## src/logic/pacc_pkg.sv

```systemverilog
// package: constants and types for the parallel converter control block
package pacc_pkg;

  // ****************************************
  // control byte field positions
  // ****************************************
  localparam int unsigned CTRL_W        = 8;
  localparam int unsigned PD_HI_BIT     = 7;
  localparam int unsigned PD_LO_BIT     = 6;
  localparam int unsigned ACQ_EXT_BIT   = 5;
  localparam int unsigned RANGE_BIT     = 4;
  localparam int unsigned BIPOLAR_BIT   = 3;
  localparam int unsigned CHAN_MSB      = 2;
  localparam int unsigned CHAN_LSB      = 0;
  localparam int unsigned RESULT_W      = 12;
  localparam int unsigned NUM_CHANNELS  = 6;

  // ****************************************
  // timing counts in conversion-clock cycles
  // ****************************************
  localparam int unsigned ACQ_CYCLES    = 6;
  localparam int unsigned CONV_CYCLES   = 12;
  localparam int unsigned CNT_W         = 4;

  // ****************************************
  // reset values
  // ****************************************
  localparam logic [7:0]  CTRL_RESET    = 8'h00;
  localparam logic [11:0] RESULT_RESET  = 12'h000;

  // ****************************************
  // power/clock mode codes
  // ****************************************
  localparam logic [1:0]  PD_NORMAL_EXT = 2'h0;
  localparam logic [1:0]  PD_NORMAL_INT = 2'h1;
  localparam logic [1:0]  PD_STANDBY    = 2'h2;
  localparam logic [1:0]  PD_FULL       = 2'h3;

  typedef enum logic [1:0] {
    PACC_IDLE    = 2'b00,
    PACC_ACQUIRE = 2'b01,
    PACC_CONVERT = 2'b11
  } pacc_state_t;

  typedef enum logic [1:0] {
    PACC_PWR_NORMAL  = 2'b00,
    PACC_PWR_STANDBY = 2'b01,
    PACC_PWR_FULL    = 2'b11
  } pacc_power_t;

  typedef struct packed {
    logic [1:0] power_clock_sel;
    logic       acquisition_mode_ext;
    logic       range_full_scale;
    logic       bipolar_select;
    logic [2:0] channel_sel;
  } pacc_ctrl_t;

endpackage

```

## src/logic/pacc_edge_tick.sv

```systemverilog
// conversion-clock tick: external pin rising edge or internal divider
`timescale 1ns/1ps
module pacc_edge_tick #(
  parameter int unsigned DIV = 4
) (
  input  wire logic clk_sys_in,
  input  wire logic reset_n_in,
  input  wire logic clk_en_in,
  input  wire logic use_internal_in,
  input  wire logic ext_clk_sync_in,
  output logic      tick_out
);
  logic       ext_prev_q;
  logic [7:0] div_q;

  always_ff @(posedge clk_sys_in or negedge reset_n_in) begin
    if (!reset_n_in) begin
      ext_prev_q <= 1'b0;
      div_q      <= 8'h00;
      tick_out   <= 1'b0;
    end else if (clk_en_in) begin
      ext_prev_q <= ext_clk_sync_in;
      if (div_q >= 8'(DIV - 1)) begin
        div_q <= 8'h00;
      end else begin
        div_q <= div_q + 8'h01;
      end
      if (use_internal_in) begin
        tick_out <= (div_q >= 8'(DIV - 1));
      end else begin
        tick_out <= ext_clk_sync_in & ~ext_prev_q;
      end
    end
  end
endmodule

```

## src/logic/pacc_sync.sv

```systemverilog
// two-flop synchroniser for pin inputs
`timescale 1ns/1ps
module pacc_sync #(
  parameter logic RESET_VAL = 1'b1
) (
  input  wire logic clk_sys_in,
  input  wire logic reset_n_in,
  input  wire logic clk_en_in,
  input  wire logic pin_in,
  output logic      sync_out
);
  logic meta_q;

  always_ff @(posedge clk_sys_in or negedge reset_n_in) begin
    if (!reset_n_in) begin
      meta_q   <= RESET_VAL;
      sync_out <= RESET_VAL;
    end else if (clk_en_in) begin
      meta_q   <= pin_in;
      sync_out <= meta_q;
    end
  end
endmodule

```

## src/logic/pacc_top.sv

```systemverilog
// top: bus interface, sequencing and result path of the converter control
// Contract
// - done output goes low when conversion finishes and result is readable
// - done output returns high on first read or on a new control write
// - read strobe falling edge with chip select low drives result onto bus
// - chip select high ignores strobes and releases the data bus
// - control byte captured from the low eight data lines on a write
// - internal mode: write rising edge latches config, starts acquire then convert
// - internal acquisition lasts six conversion-clock cycles, then hold and convert
// - external mode: first write starts acquisition, second ends it and converts
// - second byte with external bit clear converts; set restarts open acquisition
// - bit 5 picks internal six-cycle or external acquisition
// - bits 7..6 pick clock and power mode; power-down keeps clock mode
// - bits 4 and 3 pick range magnitude and polarity
// - bits 2..0 pick channel zero through five
// - every conversion takes twelve conversion-clock cycles
// - write during conversion aborts it and starts new acquisition
// - sample taken at the end of the acquisition interval
// - result straight binary unipolar, two's complement bipolar
// - at reset done is high and external clock normal mode selected
// - power-down waits for conversion end; bus stays usable; write restores normal
`timescale 1ns/1ps
module pacc_top #(
  parameter int unsigned INT_CLK_DIV = 4
) (
  input  wire logic                              clk_sys_in,
  input  wire logic                              reset_n_in,
  input  wire logic                              clk_en_in,
  input  wire logic                              chip_select_n_in,
  input  wire logic                              read_n_in,
  input  wire logic                              write_n_in,
  input  wire logic                              conv_clk_in,
  input  wire logic [pacc_pkg::RESULT_W-1:0]     data_bus_full_in,
  input  wire logic [pacc_pkg::NUM_CHANNELS*pacc_pkg::RESULT_W-1:0] analog_inputs_in,
  output logic      [pacc_pkg::RESULT_W-1:0]     data_bus_full_out,
  output logic                                   data_bus_oe_out,
  output logic                                   conv_done_n_out,
  output logic                                   tracking_out,
  output logic      [pacc_pkg::NUM_CHANNELS-1:0] channel_onehot_out,
  output logic      [1:0]                        range_sel_out,
  output logic      [1:0]                        power_state_out
);

  // ****************************************
  // pin synchronisers
  // ****************************************
  logic cs_n_s;
  logic rd_n_s;
  logic wr_n_s;
  logic cclk_s;
  logic tick;

  pacc_sync #(.RESET_VAL(1'b1)) u_sync_cs (
    .clk_sys_in (clk_sys_in), .reset_n_in (reset_n_in), .clk_en_in (clk_en_in),
    .pin_in     (chip_select_n_in), .sync_out (cs_n_s));
  pacc_sync #(.RESET_VAL(1'b1)) u_sync_rd (
    .clk_sys_in (clk_sys_in), .reset_n_in (reset_n_in), .clk_en_in (clk_en_in),
    .pin_in     (read_n_in), .sync_out (rd_n_s));
  pacc_sync #(.RESET_VAL(1'b1)) u_sync_wr (
    .clk_sys_in (clk_sys_in), .reset_n_in (reset_n_in), .clk_en_in (clk_en_in),
    .pin_in     (write_n_in), .sync_out (wr_n_s));
  pacc_sync #(.RESET_VAL(1'b0)) u_sync_cclk (
    .clk_sys_in (clk_sys_in), .reset_n_in (reset_n_in), .clk_en_in (clk_en_in),
    .pin_in     (conv_clk_in), .sync_out (cclk_s));

  // data and analog pins pass two flops on every enabled cycle too, matching the two-cycle lag of the strobes
  logic [pacc_pkg::CTRL_W-1:0] data_s1_q;
  logic [pacc_pkg::CTRL_W-1:0] data_s2_q;
  logic [pacc_pkg::NUM_CHANNELS*pacc_pkg::RESULT_W-1:0] ain_s1_q;
  logic [pacc_pkg::NUM_CHANNELS*pacc_pkg::RESULT_W-1:0] ain_s2_q;

  always_ff @(posedge clk_sys_in or negedge reset_n_in) begin
    if (!reset_n_in) begin
      data_s1_q <= pacc_pkg::CTRL_RESET;
      data_s2_q <= pacc_pkg::CTRL_RESET;
      ain_s1_q  <= '0;
      ain_s2_q  <= '0;
    end else if (clk_en_in) begin
      data_s1_q <= data_bus_full_in[pacc_pkg::CTRL_W-1:0];
      data_s2_q <= data_s1_q;
      ain_s1_q  <= analog_inputs_in;
      ain_s2_q  <= ain_s1_q;
    end
  end

  // ****************************************
  // strobe edges
  // ****************************************
  logic rd_prev_q;
  logic wr_prev_q;

  always_ff @(posedge clk_sys_in or negedge reset_n_in) begin
    if (!reset_n_in) begin
      rd_prev_q <= 1'b1;
      wr_prev_q <= 1'b1;
    end else if (clk_en_in) begin
      rd_prev_q <= rd_n_s;
      wr_prev_q <= wr_n_s;
    end
  end

  logic rd_fall;
  logic wr_rise;
  logic wr_fall;
  assign rd_fall = !cs_n_s && !rd_n_s && rd_prev_q;
  assign wr_rise = !cs_n_s && wr_n_s && !wr_prev_q;
  assign wr_fall = !cs_n_s && !wr_n_s && wr_prev_q;

  // ****************************************
  // control byte
  // ****************************************
  pacc_pkg::pacc_ctrl_t ctrl_q;
  pacc_pkg::pacc_ctrl_t new_ctrl;
  assign new_ctrl = pacc_pkg::pacc_ctrl_t'(data_s2_q);

  always_ff @(posedge clk_sys_in or negedge reset_n_in) begin
    if (!reset_n_in) begin
      ctrl_q <= pacc_pkg::pacc_ctrl_t'(pacc_pkg::CTRL_RESET);
    end else if (clk_en_in && wr_rise) begin
      ctrl_q <= new_ctrl;
    end
  end

  // clock mode only follows normal-mode codes; power-down codes leave it
  logic int_clk_q;
  always_ff @(posedge clk_sys_in or negedge reset_n_in) begin
    if (!reset_n_in) begin
      int_clk_q <= 1'b0;
    end else if (clk_en_in && wr_rise) begin
      if (new_ctrl.power_clock_sel == pacc_pkg::PD_NORMAL_EXT) begin
        int_clk_q <= 1'b0;
      end else if (new_ctrl.power_clock_sel == pacc_pkg::PD_NORMAL_INT) begin
        int_clk_q <= 1'b1;
      end
    end
  end

  pacc_edge_tick #(.DIV(INT_CLK_DIV)) u_tick (
    .clk_sys_in      (clk_sys_in),
    .reset_n_in      (reset_n_in),
    .clk_en_in       (clk_en_in),
    .use_internal_in (int_clk_q),
    .ext_clk_sync_in (cclk_s),
    .tick_out        (tick));

  // ****************************************
  // sequencer
  // ****************************************
  pacc_pkg::pacc_state_t      state_q;
  logic [pacc_pkg::CNT_W-1:0] cnt_q;
  logic                       conv_end;
  assign conv_end = (state_q == pacc_pkg::PACC_CONVERT) && tick
                    && (cnt_q == pacc_pkg::CNT_W'(pacc_pkg::CONV_CYCLES - 1));

  always_ff @(posedge clk_sys_in or negedge reset_n_in) begin
    if (!reset_n_in) begin
      state_q <= pacc_pkg::PACC_IDLE;
      cnt_q   <= '0;
    end else if (clk_en_in) begin
      if (wr_rise) begin
        cnt_q <= '0;
        if (state_q == pacc_pkg::PACC_ACQUIRE && ctrl_q.acquisition_mode_ext
            && !new_ctrl.acquisition_mode_ext) begin
          state_q <= pacc_pkg::PACC_CONVERT;
        end else begin
          state_q <= pacc_pkg::PACC_ACQUIRE;
        end
      end else if (tick) begin
        unique case (state_q)
          pacc_pkg::PACC_IDLE: begin
            cnt_q <= '0;
          end
          pacc_pkg::PACC_ACQUIRE: begin
            if (!ctrl_q.acquisition_mode_ext) begin
              if (cnt_q == pacc_pkg::CNT_W'(pacc_pkg::ACQ_CYCLES - 1)) begin
                cnt_q   <= '0;
                state_q <= pacc_pkg::PACC_CONVERT;
              end else begin
                cnt_q <= cnt_q + 1'b1;
              end
            end
          end
          pacc_pkg::PACC_CONVERT: begin
            if (conv_end) begin
              cnt_q   <= '0;
              state_q <= pacc_pkg::PACC_IDLE;
            end else begin
              cnt_q <= cnt_q + 1'b1;
            end
          end
        endcase
      end
    end
  end

  // ****************************************
  // sample and result
  // ****************************************
  logic                                hold_entry;
  logic [pacc_pkg::RESULT_W-1:0]       sample_q;
  logic [pacc_pkg::RESULT_W-1:0]       result_q;
  logic [pacc_pkg::RESULT_W-1:0]       chan_val;
  logic [2:0]                          chan;

  assign hold_entry = (state_q == pacc_pkg::PACC_ACQUIRE) && (!wr_rise || new_ctrl.acquisition_mode_ext
                      ? (tick && !ctrl_q.acquisition_mode_ext && !wr_rise
                         && cnt_q == pacc_pkg::CNT_W'(pacc_pkg::ACQ_CYCLES - 1))
                      : ctrl_q.acquisition_mode_ext);
  assign chan = ctrl_q.channel_sel;

  // reserved codes read as zero input
  always_comb begin
    chan_val = '0;
    if (chan < 3'(pacc_pkg::NUM_CHANNELS)) begin
      chan_val = ain_s2_q[chan*pacc_pkg::RESULT_W +: pacc_pkg::RESULT_W];
    end
  end

  always_ff @(posedge clk_sys_in or negedge reset_n_in) begin
    if (!reset_n_in) begin
      sample_q <= pacc_pkg::RESULT_RESET;
    end else if (clk_en_in && hold_entry) begin
      sample_q <= chan_val;
    end
  end

  // inputs arrive as offset binary; bipolar flips msb into two's complement
  always_ff @(posedge clk_sys_in or negedge reset_n_in) begin
    if (!reset_n_in) begin
      result_q <= pacc_pkg::RESULT_RESET;
    end else if (clk_en_in && conv_end && !wr_rise) begin
      result_q <= ctrl_q.bipolar_select
                  ? {~sample_q[pacc_pkg::RESULT_W-1], sample_q[pacc_pkg::RESULT_W-2:0]}
                  : sample_q;
    end
  end

  // ****************************************
  // done flag and bus driver
  // ****************************************
  always_ff @(posedge clk_sys_in or negedge reset_n_in) begin
    if (!reset_n_in) begin
      conv_done_n_out <= 1'b1;
    end else if (clk_en_in) begin
      if (conv_end && !wr_rise) begin
        conv_done_n_out <= 1'b0;
      end else if (rd_fall || wr_rise) begin
        conv_done_n_out <= 1'b1;
      end
    end
  end

  always_ff @(posedge clk_sys_in or negedge reset_n_in) begin
    if (!reset_n_in) begin
      data_bus_oe_out   <= 1'b0;
      data_bus_full_out <= pacc_pkg::RESULT_RESET;
    end else if (clk_en_in) begin
      if (cs_n_s || rd_n_s) begin
        data_bus_oe_out <= 1'b0;
      end else if (rd_fall) begin
        data_bus_oe_out   <= 1'b1;
        data_bus_full_out <= result_q;
      end
    end
  end

  // ****************************************
  // mode outputs and power state
  // ****************************************
  logic pd_pending_q;
  always_ff @(posedge clk_sys_in or negedge reset_n_in) begin
    if (!reset_n_in) begin
      pd_pending_q    <= 1'b0;
      power_state_out <= pacc_pkg::PACC_PWR_NORMAL;
    end else if (clk_en_in) begin
      if (wr_fall) begin
        power_state_out <= pacc_pkg::PACC_PWR_NORMAL;
      end
      if (wr_rise) begin
        pd_pending_q <= new_ctrl.power_clock_sel[1];
      end else if (pd_pending_q && state_q == pacc_pkg::PACC_IDLE && !wr_fall) begin
        // a write already starting keeps the device awake
        pd_pending_q    <= 1'b0;
        power_state_out <= (ctrl_q.power_clock_sel == pacc_pkg::PD_FULL)
                           ? pacc_pkg::PACC_PWR_FULL : pacc_pkg::PACC_PWR_STANDBY;
      end
    end
  end

  always_ff @(posedge clk_sys_in or negedge reset_n_in) begin
    if (!reset_n_in) begin
      tracking_out       <= 1'b0;
      channel_onehot_out <= '0;
      range_sel_out      <= 2'h0;
    end else if (clk_en_in) begin
      tracking_out       <= (state_q == pacc_pkg::PACC_ACQUIRE);
      channel_onehot_out <= (chan < 3'(pacc_pkg::NUM_CHANNELS))
                            ? pacc_pkg::NUM_CHANNELS'(6'h01 << chan) : '0;
      range_sel_out      <= {ctrl_q.bipolar_select, ctrl_q.range_full_scale};
    end
  end

endmodule

```

## config.mk

```make
export PLATFORM = sky130hd
export DESIGN_NAME = pacc_top
export DESIGN_NICKNAME = d
export VERILOG_FILES = /design/src/logic/pacc_pkg.sv /design/src/logic/pacc_edge_tick.sv /design/src/logic/pacc_sync.sv /design/src/logic/pacc_top.sv
export SDC_FILE = /design/constraint.sdc
export NUM_CORES = 1
export LEC_CHECK = 0
export BUFFER_PORTS_ARGS = -buffer_cell sky130_fd_sc_hd__buf_4
export CORE_UTILIZATION = 55
export DETAILED_ROUTE_END_ITERATION = 10
export GPL_ROUTABILITY_DRIVEN = 0
export PLACE_DENSITY = 0.88
export SLEW_MARGIN = 20
export SYNTH_ARGS = -nofsm -noshare
export SYNTH_HDL_FRONTEND = slang
export SYNTH_HIERARCHICAL = 1
export SYNTH_SLANG_ARGS = --single-unit
```

## constraint.sdc

```tcl
create_clock -name clk_sys_in -period 2.1 [get_ports clk_sys_in]
set_input_delay 0 -clock clk_sys_in [delete_from_list [all_inputs] [get_ports clk_sys_in]]
set_output_delay 0 -clock clk_sys_in [all_outputs]
set_load 0.01 [all_outputs]
```

* Word level (Yosys, flattened, before mapping)
Index checks and enable logic that the tools add are counted.
** Cells by class
- Bitwise operators :: 4
- Shifts and indexed selects :: 2
- Reductions and logical operators :: 47
- Add/subtract/negate cells :: 2
- Mux-type cells :: 31
- Eq/ne operators :: 9
- $mul :: 1
- $lt $le $gt $ge :: 2
** Operators with widths (number)
- $shiftx A72 B8 Y12 :: 1
- $mux W12 :: 2
- $logic_and A1 B1 Y1 :: 21
- $mux W2 :: 10
- $mux W4 :: 5
- $pmux W4 S3 :: 1
- $mux W1 :: 10
- $reduce_bool A2 Y1 :: 5
- $ne A3 B3 Y1 const B :: 3
- $add A8 B1 Y8 const B :: 1
- $ge A8 B2 Y1 const B :: 1
- $logic_not A1 Y1 :: 8
- $mux W8 :: 1
- $reduce_and A2 Y1 :: 4
- $mux W6 :: 1
- $reduce_and A3 Y1 :: 2
- $reduce_and A6 Y1 :: 1
- $shl A1 B3 Y6 const A :: 1
- $mul A3 B2 Y5 const B :: 1
- $add A4 B1 Y4 const B :: 1
- $eq A2 B1 Y1 const B :: 2
- $eq A2 B2 Y1 const B :: 2
- $eq A4 B3 Y1 const B :: 1
- $eq A4 B4 Y1 const B :: 1
- 7 further kinds :: 12
** Storage, ports and cells
- Bits in registers :: 245
- Input bits :: 91
- Word-level logic and storage cells :: 133
- Output and inout bits :: 25

* Depth between registers and ports, before layout
- Depth after elaboration :: 9
- Gate-level depth with buffers :: 7
- Gate-level depth less buffers :: 6

* By module
Netlist, hierarchy kept.
** By module, submodules not included
- pacc_top :: seq. area each 5684.2 sq um, times used 1, area each 9262.6 sq um, cells an instance 603
- pacc_edge_tick :: seq. area each 250.2 sq um, times used 1, area each 442.9 sq um, cells an instance 39
- pacc_sync at u_sync_cs ... :: seq. area each 52.6 sq um, times used 3, area each 75.1 sq um, cells an instance 4
- pacc_sync at u_sync_cclk :: seq. area each 50.0 sq um, times used 1, area each 72.6 sq um, cells an instance 4

* Worst setup path before layout
OpenSTA, ideal clock, no wires.
- Kind :: register to register
- From :: reg u_sync_wr.sync_out
- To :: reg sample_q[10] (netlist bit)
- Path buffers :: 1
- Arrival time :: 1.784 ns
- Slack :: 0.191 ns
- Setup time :: 0.125 ns
- Required time :: 1.975 ns
- Cell stages (with the launch flop) :: 6
- Period minus slack after synthesis :: 1.909 ns
- Cell sequence :: dfstp_2 -> or3b_4 -> nor3b_2 -> o2111ai_2 -> buf_6 -> mux2_4
** On the way
- Cells in the longest elaborated chain, start to end :: 8
- Elaborated cells on any way between the ends :: 9
- Those cells by class :: mux: 1; reduce/logical: 8
** Ends and longest elaborated chain
- start: declaration :: RTL line pacc_sync.sv:10 : output logic sync_out
- start signal: assignment :: RTL line pacc_sync.sv:20 : sync_out <= meta_q;
- $logic_and A1 B1 Y1 * (2 in a row) :: RTL line pacc_top.sv:106 : assign wr_rise = !cs_n_s && wr_n_s && !wr_prev_q;
- $logic_not A1 Y1 * :: RTL line pacc_top.sv:205, pacc_top.sv:206
- $logic_and A1 B1 Y1 :: RTL line pacc_top.sv:206 : ? (tick && !ctrl_q.acquisition_mode_ext && !wr_rise
- $logic_and A1 B1 Y1 :: RTL line pacc_top.sv:207 : && cnt_q == pacc_pkg::CNT_W'(pacc_pkg::ACQ_CYCLES - 1))
- $mux W1 * :: RTL line pacc_top.sv:206
- $logic_and A1 B1 Y1 * :: RTL line pacc_top.sv:205 : assign hold_entry = (state_q == pacc_pkg::PACC_ACQUIRE) && (!wr_rise || new_ctrl.acquisition_mode_ext
- $logic_and A1 B1 Y1 * :: RTL line pacc_top.sv:222 : end else if (clk_en_in && hold_entry) begin
- end signal: assignment :: RTL line pacc_top.sv:221 : sample_q <= pacc_pkg::RESULT_RESET;
- end signal: assignment :: RTL line pacc_top.sv:223 : sample_q <= chan_val;
- end: declaration :: RTL line pacc_top.sv:200 : logic [pacc_pkg::RESULT_W-1:0] sample_q;
Mark *: on every way between the ends. The rest lies on a longest branch, timed or not.
A chain may end at the register's enable or synchronous reset.

* Final worst setup path
Same ends and word-level chain as after synthesis.

==> metrics.md <==
| Metric | Value |
|---|---|
| GRT overflow | 0 |
| Final Skew | 8.725 ps |
| Core Util, Final | 0.7335 |
| Unrepaired setup endpoints after global routing | false |
| Hold Fails Final Rpt | 0 |
| DRC Markers | 0 |
| Yosys reg bits | 245 |
| DIE AREA | 18730 um^2 |
| Met1 Routed Length | 9195 um |
| GRT Total Usage | 0.2656 |
| Chip height | 136.9 um |
| Run status | finished clean |
| Clk slew on worst S/H paths | 60 ps |
| 1st-iter DRT viols | 410 |
| Via count of the routed design | 6350 |
| Antenna violations before repair | 0 |
| Synthesized Nets | 752 |
| TNS Setup | 0 ps |
| Critical-path cell list | or3b_4 -> nor3b_2 -> o2111ai_2 -> buf_12 -> mux2_4 |
| Relative slew slack | 0.3410 |
| Pins Over Slew Limit | 0 |
| Synth Instances | 658 |
| Dpl hpwl | 13760 um |
| Drt total wl | 23280 um |
| Clock root cell | clkbuf_16 |
| Post-synth ARST share | 1.000 |
| Area growth from synthesis to layout | 28.59% |
| I/O Pins | 116 |
| Initial core utilization | 0.5704 |
| Synth Cell Area | 10000 um^2 |
| Maximum VDD drop | 646.7 uV |
| Critical path capture point type | flip-flop |
| Top sig layer | met4 |
| Post-CTS Setup Inserts | 0 |
| Tcrit/Tclk final | 0.9553 |
| H-tree levels | 1 |
| CP max-delay cell | dfstp_2 |
| Tightest Pin Transition | 986.4 ps |
| Top FF cell, synth | dfrtp_1 |
| Pin count of the biggest net entering global routing | 102 |
| Mux share of post-synthesis cell area | 0.2894 |
| Synthesized-area fraction occupied by adder cells | 0.003752 |
| CP arrival | 2400 ps |
| Critical path type | reg2reg |
| Wire per inst | 20.92 um |
| Hold Crit Class | in2async |
| Pwr Density | 1023 nW/um^2 |
| Area share of the largest cell type after synthesis | 0.5904 |
| Most common cell in the netlist | dfrtp_1 |
| Simple-gate area share of the yosys netlist | 0.03927 |
| 1st-pass router iterations | 5 |
| Startpoint Class | flip-flop |
| Max_cap viols | 0 |
| Core area | 17540 um^2 |
| Vias in the first global route | 6939 |
| Metal2 WL | 12440 um |
| FP Rows | 48 |
| First-pass GRT wire length | 37810 um |
| XOR/XNOR Fraction of Synth Area | 0.0008755 |
| Post-route ant nets | 0 |
| Setup violators final | 0 |
| CTS tree | built |
| Largest family of logic cells by synthesized area | multiplexers |
| Clock sinks | 245 |
| Unique masters post-synth | 50 |
| Number of vias per cell | 5.705 |
| Layout cells sized above 1 | 0.4746 |
| Crit-path max cell delay | 570 ps |
| PortBufs | 111 |
| Top post-synthesis cells by area | dfrtp_1 59%, mux2_2 25%, mux2i_1 2.6% |
| Die W | 136.9 um |
| Post-synth EDFFs | 0 |
| TritonCTS Buffers | 24 |
| Synth top cells by count | 236 x dfrtp_1, 222 x mux2_2, 26 x mux2i_1, 26 x nand2_1, 18 x buf_2 |
| Yosys warning count | 6 |
| Fmax | 498.5 MHz |
| Met3 wire length | 965 um |
| Final #Nets | 964 |
| Avg Cell Area, Syn | 15.20 um^2 |
| Register area share after synthesis | 0.6140 |
| Worst endpoint required time | 2490 ps |
| Cell leakage power | 5.823 nW |
| Post-synth top area cell | dfrtp_1 |
| Synth Area in Compound Gates | 0.03352 |
| Critical Path Fanout Max | 13 |
| Worst-Skew Late Latency | 510 ps |
| Clock Tree Buf Depth | 3 |
| Minimum clock period | 2006 ps |
## path summary, 6_finish.rpt
path | from | end | slack (ps) | depth (start not counted)
setup / recovery | u_sync_wr/sync_out | sample_q[10] | 90 | 5
hold / removal | reset_n_in | ain_s1_q[8] | 60 | 2
setup reg to reg | u_sync_wr/sync_out | sample_q[10] | 90 | 5
hold reg to reg | data_bus_oe_out | data_bus_oe_out | 500 | 2
max in group asynchronous | reset_n_in | wr_prev_q | 1250 | 3
min in group clk_sys_in | conv_clk_in | u_sync_cclk/meta_q | 260 | 3
## stage by stage
step                setup WS, ps  std cells  cell area (um^2)  hold slack (ps)  power, mW
finish                     93.83       1113             12860            64.83      13.16
global route               16.73       1112             12860            123.8      13.70
CTS                        2.488       1112             12860            89.78      13.08
detailed placement         41.15        976             11160            23.52      8.785
global placement           179.3        976             11160            12.83      8.575
floorplan                  190.8        658             10000           -295.6      7.685
## where the power goes
| part | total, mW | switching, mW | internal (mW) |
|---|---|---|---|
| clock | 4.19 | 1.79 | 2.40 |
| sequential | 6.10 | 0.617 | 5.48 |
| combinational | 2.87 | 1.34 | 1.54 |
| total | 13.2 | 3.74 | 9.42 |
## final cells by class
| type | instances | area (um^2) |
|---|---|---|
| multi-input cells | 370 | 3675 |
| diodes | 1 | 2.502 |
| inverters | 8 | 30.03 |
| clock inverters | 11 | 85.08 |
| fillers | 1025 | 4673 |
| clock buffers | 32 | 681.9 |
| well taps | 225 | 281.5 |
| flip-flops and latches | 245 | 6142 |
| repair buffers | 221 | 1966 |
## cells in the final DEF, fill, tap and decap left out, types with 5 or more instances in the layout
| cell | n |
|---|---|
| buf_4 | 121 |
| nor2b_1 | 7 |
| dfrtp_1 | 236 |
| mux2i_1 | 26 |
| mux2_4 | 9 |
| o221ai_1 | 12 |
| nand2_1 | 26 |
| o22ai_1 | 5 |
| mux2_2 | 222 |
| clkinv_2 | 8 |
| inv_1 | 8 |
| dfstp_2 | 9 |
| clkbuf_16 | 25 |
| dlygate4sd3_1 | 93 |
| buf_12 | 5 |
## routing by layer
metal,global-route usage,up-vias
met5,0,-
met4,0.08730,0
met2,0.4760,206
li1,-,2809
met1,0.3328,3282
met3,0.03444,53
## state kept, by name (all words and copies together) (netlist names), 2 cells and up
signal,count
range_sel_out,2
u_tick/div_q,8
data_s1_q,8
data_bus_full_out,12
ain_s1_q,72
result_q,12
ctrl_q,5
sample_q,12
ain_s2_q,72
cnt_q,4
channel_onehot_out,6
chan,3
power_state_out,2
data_s2_q,8
state_q,2
## worst max-delay path: cells and delay by family, from the launching register on
kind | cells | cell delay (ps)
multiplexers | 1 | 300
buffers and inverters | 1 | 210
AND/OR/NAND/NOR | 2 | 630
AO/OA/AOI/OAI | 1 | 170
flip-flops | 1 | 570
## cells by family (layout without fill, tap and decap cells)
kind of cell,count (synthesis),in the layout
buffers and inverters,43,272
other,0,1
flip-flops,245,245
adder cells (fa/ha/maj),3,3
multiplexers,257,257
XOR/XNOR,1,1
AO/OA/AOI/OAI,43,43
AND/OR/NAND/NOR,66,66
## what timing repair did
action	CTS	global route
gates resized for setup	0	1
hold buffers	93	0
endpoints found under the hold margin	297	0
setup endpoints to repair	0	12
Power figures use the tool's default switching activity.
